`config.mk`:
```
export PLATFORM = sky130hd
export DESIGN_NAME = tcw_channel
export DESIGN_NICKNAME = d
export VERILOG_FILES = /design/src/hdl/tcw_edge.v /design/src/hdl/tcw_action.v /design/src/hdl/tcw_channel.v
export VERILOG_INCLUDE_DIRS = /design/src /design/src/hdl
export SDC_FILE = /design/constraint.sdc
export NUM_CORES = 1
export LEC_CHECK = 0
export ABC_AREA = 1
export BUFFER_PORTS_ARGS = -buffer_cell sky130_fd_sc_hd__buf_2
export CAP_MARGIN = 10
export CORE_ASPECT_RATIO = 0.75
export CORE_MARGIN = 3
export CORE_UTILIZATION = 40
export DETAILED_ROUTE_END_ITERATION = 10
export GPL_ROUTABILITY_DRIVEN = 0
export MAX_ROUTING_LAYER = met4
export PLACE_DENSITY = 0.57
export SLEW_MARGIN = 20
export SYNTH_ARGS = -nofsm -noshare
export SYNTH_HDL_FRONTEND = slang
export SYNTH_SLANG_ARGS = --single-unit
```
`constraint.sdc`:
```
create_clock -name pclk -period 8.5 [get_ports pclk]
set_input_delay 1.275 -clock pclk [delete_from_list [all_inputs] [get_ports pclk]]
set_output_delay 1.275 -clock pclk [all_outputs]
set_load 0.05 [all_outputs]
```
`src/hdl/tcw_map.vh`:
```
// register offsets, mode field positions and reset values for the timer channel
`ifndef TCW_MAP_VH
`define TCW_MAP_VH

// register byte offsets
`define TCW_MODE_OFS 8'h00
`define TCW_CTRL_OFS 8'h04
`define TCW_CMPA_OFS 8'h08
`define TCW_CMPB_OFS 8'h0c
`define TCW_CMPC_OFS 8'h10
`define TCW_COUNT_OFS 8'h14
`define TCW_STAT_OFS 8'h18

// reset values
`define TCW_MODE_RST 32'h0000_0000
`define TCW_CMP_RST 32'h0000_0000

// channel_mode_output field lsb positions
`define TCW_CLKS_LSB 0
`define TCW_EDGE_INVERT_BIT 3
`define TCW_GATE_LSB 4
`define TCW_CSTOP_BIT 6
`define TCW_CDIS_BIT 7
`define TCW_EVEDG_LSB 8
`define TCW_EVSRC_LSB 10
`define TCW_EVTRG_BIT 12
`define TCW_PROF_LSB 13
`define TCW_WAVE_BIT 15
`define TCW_A_MATCH_ACTION_LINE_A_LSB 16
`define TCW_C_MATCH_ACTION_LINE_A_LSB 18
`define TCW_AEEV_LSB 20
`define TCW_ASWT_LSB 22
`define TCW_B_MATCH_ACTION_LINE_B_LSB 24
`define TCW_C_MATCH_ACTION_LINE_B_LSB 26
`define TCW_BEEV_LSB 28
`define TCW_BSWT_LSB 30

// control register bits (write one to act)
`define TCW_CTRL_EN_BIT 0
`define TCW_CTRL_DIS_BIT 1
`define TCW_CTRL_SWT_BIT 2

// status register bits
`define TCW_STAT_RUN_BIT 0
`define TCW_STAT_LA_BIT 1
`define TCW_STAT_LB_BIT 2
`define TCW_STAT_DIR_BIT 3

// edge selection codes
`define TCW_EDGE_NONE 2'b00
`define TCW_EDGE_RISE 2'b01
`define TCW_EDGE_FALL 2'b10
`define TCW_EDGE_BOTH 2'b11

// line action codes
`define TCW_ACT_NONE 2'b00
`define TCW_ACT_SET 2'b01
`define TCW_ACT_CLR 2'b10
`define TCW_ACT_TGL 2'b11

`endif

```
`src/hdl/tcw_edge.v`:
```
// edge detector with selectable edge polarity
`timescale 1ns/10ps
`include "tcw_map.vh"
module tcw_edge (
  input wire pclk,
  input wire presetn,
  input wire sig,
  input wire [1:0] edge_sel,
  output reg pulse
);
  reg prev;

  always @(posedge pclk or negedge presetn) begin
    if (!presetn) begin
      prev <= 1'b0;
    end else begin
      prev <= sig;
    end
  end

  always @* begin
    case (edge_sel)
      `TCW_EDGE_RISE: pulse = sig & ~prev;
      `TCW_EDGE_FALL: pulse = ~sig & prev;
      `TCW_EDGE_BOTH: pulse = sig ^ prev;
      default: pulse = 1'b0;
    endcase
  end
endmodule

```
`src/hdl/tcw_action.v`:
```
// applies a none/set/clear/toggle action to an output line level
`timescale 1ns/10ps
`include "tcw_map.vh"
module tcw_action (
  input wire cur,
  input wire hit,
  input wire [1:0] code,
  output reg nxt
);
  always @* begin
    nxt = cur;
    if (hit) begin
      case (code)
        `TCW_ACT_SET: nxt = 1'b1;
        `TCW_ACT_CLR: nxt = 1'b0;
        `TCW_ACT_TGL: nxt = ~cur;
        default: nxt = cur;
      endcase
    end
  end
endmodule

```
`src/hdl/tcw_channel.v`:
```
// timer channel in waveform mode with apb register access
// Contract
// - three-bit source picks internal clocks 1-5 or external clocks 0-2
// - edge invert clear counts on rising edge, set counts on falling edge
// - gate field 00 ungated, else selected clock ANDed with external clock 0-2
// - stop-on-C-match bit stops counter clock when counter reaches compare C
// - disable-on-C-match bit disables counter clock when counter reaches compare C
// - event edge field picks none, rising, falling or both edges
// - event source picks line B or external clock 0-2; B output otherwise
// - line B as event source becomes input and stops its waveform
// - trigger enable clear: event only acts on line A
// - trigger enable set: event resets counter and lifts a C-match stop of its clock; a disabled clock stays disabled
// - profile field selects up or up/down, with or without C-match trigger
// - mode bit zero capture, one waveform; output fields apply only when one
// - compare A match applies its none/set/clear/toggle action to line A
// - compare C match applies its action to line A
// - detected external event applies its action to line A
// - software trigger applies its action to line A
// - compare B match applies its action to line B
// - compare C match applies its action to line B
//
// The APB interface to the registers and the placing of the registers were chosen for this implementation.
`timescale 1ns/10ps
`include "tcw_map.vh"
module tcw_channel #(
  parameter CW = 16,
  parameter AW = 8
) (
  input wire pclk,
  input wire presetn,
  input wire psel,
  input wire penable,
  input wire pwrite,
  input wire [AW-1:0] paddr,
  input wire [31:0] pwdata,
  output reg [31:0] prdata,
  output reg pready,
  output reg pslverr,
  input wire internal_clock_1,
  input wire internal_clock_2,
  input wire internal_clock_3,
  input wire internal_clock_4,
  input wire internal_clock_5,
  input wire ext_clock_0,
  input wire ext_clock_1,
  input wire ext_clock_2,
  output reg line_a_out,
  output reg line_a_oe,
  input wire line_b_in,
  output reg line_b_out,
  output reg line_b_oe
);
  reg [31:0] mode;
  reg [CW-1:0] comp_a;
  reg [CW-1:0] comp_b;
  reg [CW-1:0] comp_c;
  reg [CW-1:0] count;
  reg dir;
  reg clk_en;
  reg clk_stop;
  reg [CW-1:0] next_count;
  reg next_dir;
  reg [31:0] rd_data;
  reg rd_hit;
  reg sel_clk;
  reg gate_sig;
  reg ev_sig;
  reg [1:0] code_a;
  reg [1:0] code_b;
  // compares are narrower than the bus word, so only the low bits of the reset value apply
  localparam [31:0] CMP_RST = `TCW_CMP_RST;

  wire [2:0] clock_source_select = mode[`TCW_CLKS_LSB +: 3];
  wire edge_invert = mode[`TCW_EDGE_INVERT_BIT];
  wire [1:0] gate_select = mode[`TCW_GATE_LSB +: 2];
  wire stop_on_c_match = mode[`TCW_CSTOP_BIT];
  wire disable_on_c_match = mode[`TCW_CDIS_BIT];
  wire [1:0] event_edge_select = mode[`TCW_EVEDG_LSB +: 2];
  wire [1:0] event_source_select = mode[`TCW_EVSRC_LSB +: 2];
  wire event_trigger_enable = mode[`TCW_EVTRG_BIT];
  wire [1:0] count_profile_select = mode[`TCW_PROF_LSB +: 2];
  wire wave = mode[`TCW_WAVE_BIT];
  wire [1:0] a_match_action_line_a = mode[`TCW_A_MATCH_ACTION_LINE_A_LSB +: 2];
  wire [1:0] c_match_action_line_a = mode[`TCW_C_MATCH_ACTION_LINE_A_LSB +: 2];
  wire [1:0] event_action_line_a = mode[`TCW_AEEV_LSB +: 2];
  wire [1:0] soft_trigger_action_line_a = mode[`TCW_ASWT_LSB +: 2];
  wire [1:0] b_match_action_line_b = mode[`TCW_B_MATCH_ACTION_LINE_B_LSB +: 2];
  wire [1:0] c_match_action_line_b = mode[`TCW_C_MATCH_ACTION_LINE_B_LSB +: 2];
  wire [1:0] event_action_line_b = mode[`TCW_BEEV_LSB +: 2];
  wire [1:0] soft_trigger_action_line_b = mode[`TCW_BSWT_LSB +: 2];

  wire auto_trig = count_profile_select[1];
  wire up_down = count_profile_select[0];
  wire b_is_input = (event_source_select == 2'b00);
  wire [CW-1:0] zero = {CW{1'b0}};
  wire [CW-1:0] one = {{(CW-1){1'b0}}, 1'b1};
  wire [CW-1:0] top = auto_trig ? comp_c : {CW{1'b1}};

  // apb: one wait state, so read data and pready leave flops together
  wire setup_acc = psel & penable & ~pready;
  wire acc = psel & penable & pready;
  // aliases above the low address byte are refused, writes as well as reads
  wire hi_addr = |(paddr >> 8);
  wire wr = acc & pwrite & ~hi_addr;
  wire [7:0] addr = paddr[7:0];
  wire wr_mode = wr & (addr == `TCW_MODE_OFS);
  wire wr_ctrl = wr & (addr == `TCW_CTRL_OFS);
  wire sw_trig = wr_ctrl & pwdata[`TCW_CTRL_SWT_BIT] & wave;

  // counter clock selection and gating
  always @* begin
    case (clock_source_select)
      3'h0: sel_clk = internal_clock_1;
      3'h1: sel_clk = internal_clock_2;
      3'h2: sel_clk = internal_clock_3;
      3'h3: sel_clk = internal_clock_4;
      3'h4: sel_clk = internal_clock_5;
      3'h5: sel_clk = ext_clock_0;
      3'h6: sel_clk = ext_clock_1;
      default: sel_clk = ext_clock_2;
    endcase
    case (gate_select)
      2'b01: gate_sig = ext_clock_0;
      2'b10: gate_sig = ext_clock_1;
      2'b11: gate_sig = ext_clock_2;
      default: gate_sig = 1'b1;
    endcase
    case (event_source_select)
      2'b01: ev_sig = ext_clock_0;
      2'b10: ev_sig = ext_clock_1;
      2'b11: ev_sig = ext_clock_2;
      default: ev_sig = line_b_in;
    endcase
  end

  wire clk_pulse;
  wire ev_pulse;
  wire [1:0] clk_edge = edge_invert ? `TCW_EDGE_FALL : `TCW_EDGE_RISE;

  tcw_edge u_clk_edge (
    .pclk(pclk),
    .presetn(presetn),
    .sig(sel_clk & gate_sig),
    .edge_sel(clk_edge),
    .pulse(clk_pulse)
  );

  tcw_edge u_ev_edge (
    .pclk(pclk),
    .presetn(presetn),
    .sig(ev_sig),
    .edge_sel(event_edge_select),
    .pulse(ev_pulse)
  );

  // capture mode is not built here: in that mode the channel just holds
  wire ev_hit = ev_pulse & wave;
  wire ev_hit_b = ev_hit & event_trigger_enable;
  wire trig = sw_trig | (ev_hit & event_trigger_enable);
  wire tick = wave & clk_en & ~clk_stop & clk_pulse;

  always @* begin
    next_count = count;
    next_dir = dir;
    if (trig) begin
      next_count = zero;
      next_dir = 1'b0;
    end else if (tick) begin
      if (up_down) begin
        if (!dir) begin
          if (count >= top) begin
            next_dir = 1'b1;
            next_count = (count == zero) ? zero : count - one;
          end else begin
            next_count = count + one;
          end
        end else begin
          if (count == zero) begin
            next_dir = 1'b0;
            next_count = (top == zero) ? zero : one;
          end else begin
            next_count = count - one;
          end
        end
      end else if (auto_trig && count == comp_c) begin
        next_count = zero;
      end else begin
        next_count = count + one;
      end
    end
  end

  // a compare match is the tick at which the counter arrives at the value
  wire moved = tick & ~trig;
  wire a_match = moved & (next_count == comp_a);
  wire b_match = moved & (next_count == comp_b);
  wire c_match = moved & (next_count == comp_c);

  always @(posedge pclk or negedge presetn) begin
    if (!presetn) begin
      count <= {CW{1'b0}};
      dir <= 1'b0;
    end else begin
      count <= next_count;
      dir <= next_dir;
    end
  end

  // clock state: disable needs a software enable, stop is lifted by a trigger
  always @(posedge pclk or negedge presetn) begin
    if (!presetn) begin
      clk_en <= 1'b0;
      clk_stop <= 1'b0;
    end else begin
      if (wr_ctrl && pwdata[`TCW_CTRL_DIS_BIT]) begin
        clk_en <= 1'b0;
      end else if (c_match && disable_on_c_match) begin
        clk_en <= 1'b0;
      end else if (wr_ctrl && pwdata[`TCW_CTRL_EN_BIT]) begin
        clk_en <= 1'b1;
      end
      if (c_match && stop_on_c_match) begin
        clk_stop <= 1'b1;
      end else if (trig || (wr_ctrl && pwdata[`TCW_CTRL_EN_BIT])) begin
        clk_stop <= 1'b0;
      end
    end
  end

  // simultaneous events: software trigger over event over C over A/B
  always @* begin
    code_a = a_match_action_line_a;
    code_b = b_match_action_line_b;
    if (c_match) begin
      code_a = c_match_action_line_a;
      code_b = c_match_action_line_b;
    end
    if (ev_hit_b) begin
      code_b = event_action_line_b;
    end
    if (ev_hit) begin
      code_a = event_action_line_a;
    end
    if (sw_trig) begin
      code_a = soft_trigger_action_line_a;
      code_b = soft_trigger_action_line_b;
    end
  end

  wire hit_a = wave & (sw_trig | ev_hit | c_match | a_match);
  wire hit_b = wave & ~b_is_input & (sw_trig | ev_hit_b | c_match | b_match);
  wire next_la;
  wire next_lb;

  tcw_action u_act_a (
    .cur(line_a_out),
    .hit(hit_a),
    .code(code_a),
    .nxt(next_la)
  );

  tcw_action u_act_b (
    .cur(line_b_out),
    .hit(hit_b),
    .code(code_b),
    .nxt(next_lb)
  );

  always @(posedge pclk or negedge presetn) begin
    if (!presetn) begin
      line_a_out <= 1'b0;
      line_b_out <= 1'b0;
      line_a_oe <= 1'b0;
      line_b_oe <= 1'b0;
    end else begin
      line_a_out <= next_la;
      line_b_out <= next_lb;
      line_a_oe <= wave;
      line_b_oe <= wave & ~b_is_input;
    end
  end

  // register writes take effect at the access edge where pready is high
  always @(posedge pclk or negedge presetn) begin
    if (!presetn) begin
      mode <= `TCW_MODE_RST;
      comp_a <= CMP_RST[CW-1:0];
      comp_b <= CMP_RST[CW-1:0];
      comp_c <= CMP_RST[CW-1:0];
    end else if (wr) begin
      if (wr_mode) begin
        mode <= pwdata;
      end else if (addr == `TCW_CMPA_OFS) begin
        comp_a <= pwdata[CW-1:0];
      end else if (addr == `TCW_CMPB_OFS) begin
        comp_b <= pwdata[CW-1:0];
      end else if (addr == `TCW_CMPC_OFS) begin
        comp_c <= pwdata[CW-1:0];
      end
    end
  end

  always @* begin
    rd_data = 32'h0000_0000;
    rd_hit = 1'b1;
    if (addr == `TCW_MODE_OFS) begin
      rd_data = mode;
    end else if (addr == `TCW_CTRL_OFS) begin
      rd_data = 32'h0000_0000;
    end else if (addr == `TCW_CMPA_OFS) begin
      rd_data = {{(32-CW){1'b0}}, comp_a};
    end else if (addr == `TCW_CMPB_OFS) begin
      rd_data = {{(32-CW){1'b0}}, comp_b};
    end else if (addr == `TCW_CMPC_OFS) begin
      rd_data = {{(32-CW){1'b0}}, comp_c};
    end else if (addr == `TCW_COUNT_OFS) begin
      rd_data = {{(32-CW){1'b0}}, count};
    end else if (addr == `TCW_STAT_OFS) begin
      rd_data[`TCW_STAT_RUN_BIT] = clk_en & ~clk_stop;
      rd_data[`TCW_STAT_LA_BIT] = line_a_out;
      rd_data[`TCW_STAT_LB_BIT] = b_is_input ? line_b_in : line_b_out;
      rd_data[`TCW_STAT_DIR_BIT] = dir;
    end else begin
      rd_hit = 1'b0;
    end
    if (hi_addr) begin
      rd_hit = 1'b0;
    end
  end

  always @(posedge pclk or negedge presetn) begin
    if (!presetn) begin
      pready <= 1'b0;
      pslverr <= 1'b0;
      prdata <= 32'h0000_0000;
    end else begin
      pready <= setup_acc;
      pslverr <= setup_acc & ~rd_hit;
      if (setup_acc && !pwrite && rd_hit) begin
        prdata <= rd_data;
      end else if (setup_acc) begin
        prdata <= 32'h0000_0000;
      end
    end
  end
endmodule

```
==> results.py <==
metrics = {
    "floorplan": {
        "start_util_pct": 40.9,
        "rows": 47,
        "io_pins": 92,
        "dieArea_mm2": 0.0245,
        "dieWidth_um": 180,
        "die_h_um": 136,
        "core_mm2": 0.0222,
    },
    "cts": {
        "cts_sinks": 139,
        "postCtsSetupBuffers": 0,
        "clkTransAtPathRegs_ps": 70,
        "clk_path_buf_depth": 2,
        "hold_buffers": 0,
        "clockRootBuffer": "clkbuf_16",
        "ctsResizeCount": 0,
        "cts_tree": "built",
        "cts.htree.levels": 4,
        "cts_made_buffers": 17,
        "insertion_delay_ps": 440,
    },
    "timing": {
        "hold_viol": 0,
        "setup_ws_ps": 3950,
        "fin_setup_tns_ps": 0,
        "finalSetupViolations": 0,
        "min_period_over_period_pct": 53.6,
        "rsz0062_at_grt": "false",
        "holdWs_ps": 474,
        "max_freq_mhz": 220,
        "worst_pin_slew_ps": 1100,
        "slew_viol_final": 0,
        "fin_worst_skew_ps": 11.7,
        "slew_headroom_pct": 26.6,
        "min_period_ps": 4550,
    },
    "synthesis": {
        "ys_types": 49,
        "synthTopCellsByCount": "nand2_1, dfrtp_1, nor2_1, inv_1, o21ai_0",
        "syn_area_mm2": 0.00907,
        "synth_cells": 1229,
        "synthTopCellsByArea": "dfrtp_1, nand2_1, o21ai_0, nor2_1, inv_1",
        "synth_edf_count": 0,
        "yosysWarnings": 0,
        "netlist.area_leader.share_pct": 38.4,
        "synthArstFlopShare_pct": 100,
        "synth-seq-cells": 139,
        "synth.most_common_cell": "nand2_1",
        "ys.flop_type": "dfrtp_1",
        "syn_avg_cell_area_um2": 7.38,
        "synth_top_area_cell": "dfrtp_1",
        "synthesis.nets": 1303,
        "yosysSeqAreaShare_pct": 38.4,
    },
    "worst_setup_path": {
        "path_delay_family": "simple AND/OR/NAND/NOR gates",
        "cp_slowest_cell": "nand3_1",
        "path_max_fanout": 18,
        "crit_required_ps": 8830,
        "cp-start-kind": "flip-flop",
        "path_class": "flip-flop to flip-flop",
        "critPathMostFrequentCell": "nand2_1",
        "path_buf_inv": 3,
        "crit_arrival_ps": 4890,
        "cpPeakStageDelay_ps": 420,
        "cp-end-kind": "flip-flop",
    },
    "global_route": {
        "grt_pass1_vias": 8085,
        "grt.overflow.total": 0,
        "grt_first_pass_wirelength_um": 47800,
        "antenna_found_initial": 0,
        "grt_util_all_layers_pct": 26.0,
        "grt_max_degree": 77,
    },
    "detailed_routing": {
        "vias_per_cell": 5.48,
        "drcViolationCount": 0,
        "vias": 8789,
        "dr.pass1.iters": 5,
        "wl_per_cell_um": 19.4,
        "ant_nets": 0,
        "drtIter0Drc": 852,
        "routed_wl_um": 31000,
    },
    "layout": {
        "drive_gt1_share_pct": 17.6,
        "nets": 1371,
        "area_growth_pct": 13.9,
        "insertedDiodeCount": 0,
    },
    "placed_design": {
        "port_buffers": 91,
        "pre_cts_slack_ps": 3610,
        "dp_hpwl_um": 23700,
    },
    "status": {
        "status": "finished, final reports clean",
    },
    "power": {
        "power_density_mw_per_mm2": 149,
        "leakage_nw": 5.13,
        "ir_worst_vdd_mv": 0.142,
    },
    "flow_run": {
        "cap_violations": 0,
    },
    "hold_path": {
        "hold_class": "flip-flop to flip-flop",
    },
}
==> tightest hold or removal path, delay by kind of cell (launching register included) <==
| family | cells | cell delay [ps] |
|---|---|---|
| flip-flops | 1 | 340 |
| AND/OR/NAND/NOR | 2 | 100 |
==> cell families after synthesis <==
logic type               Yosys count  share of synthesized area, %
AO/OA/AOI/OAI                    214                          14.9
XOR/XNOR                          40                          3.86
AND/OR/NAND/NOR                  621                          30.3
adder cells (fa/ha/maj)           20                          2.76
buffers and inverters            183                          8.31
flip-flops                       139                          38.4
multiplexers                      12                          1.49
==> layer usage <==
layer  GRT usage [%]  vias up  part of all wire, %
met5               -        -                    0
met4            6.14        0                  1.5
met3            6.12       42                  8.5
met2            35.6      350                   41
met1            38.6     4215                   49
li1                -     4182                    -
==> through the flow <==
step           instance area (um2)  std cells  power, W  util, %
2_1_floorplan                 9070       1229  0.000711        -
3_3_place_gp                  9710       1572  0.000753     43.8
3_5_place_dp                  9710       1572  0.000753     43.8
4_1_cts                      10300       1604   0.00155     46.6
5_1_grt                      10300       1604   0.00158     46.6
6_report                     10300       1604   0.00154     46.6
==> flip-flops by register name, summed over array words and instances, names as in the netlist <==
signal / flops
comp_a: 16
pslverr: 1
line_a_oe: 1
prdata: 32
clk_stop: 1
line_b_out: 1
u_clk_edge.prev: 1
line_b_oe: 1
comp_b: 16
count: 16
clk_en: 1
u_ev_edge.prev: 1
pready: 1
mode: 32
line_a_out: 1
comp_c: 16
dir: 1
==> layout by cell type, fill, tap and decap left out, drive strengths merged, types with 20 or more instances in the layout <==
| cell type | count |
|---|---|
| nand3 | 91 |
| ha | 20 |
| inv | 137 |
| nand2 | 354 |
| a21oi | 30 |
| o21ai | 117 |
| dfrtp | 139 |
| xor2 | 36 |
| nor2 | 148 |
| buf | 96 |
==> layout make-up <==
class / instances / area, um2
Clock inverter: 14 / 181
Tap cell: 294 / 368
Inverter: 136 / 515
Fill cell: 2253 / 11800
Multi-Input combinational cell: 907 / 4850
Sequential cell: 139 / 3480
Clock buffer: 18 / 439
Timing Repair Buffer: 96 / 499
==> worst paths after layout <==
path	start	end	slack, ps	depth (start not counted)
max	mode[14]	line_b_out	3950	27
min	prdata[3]	prdata[3]	470	2
max reg2reg	mode[14]	line_b_out	3950	27
min reg2reg	prdata[3]	prdata[3]	470	2
max in group asynchronous	presetn	prdata[19]	6300	2
min in group asynchronous	presetn	comp_c[4]	840	1
==> power by group <==
group / leakage, nW / internal, W / switching (W)
clock network: 0.291 / 0.000475 / 0.000321
registers: 1.90 / 0.000664 / 0.00000392
logic: 2.94 / 0.0000210 / 0.0000511
Power figures use the tool's default switching activity.
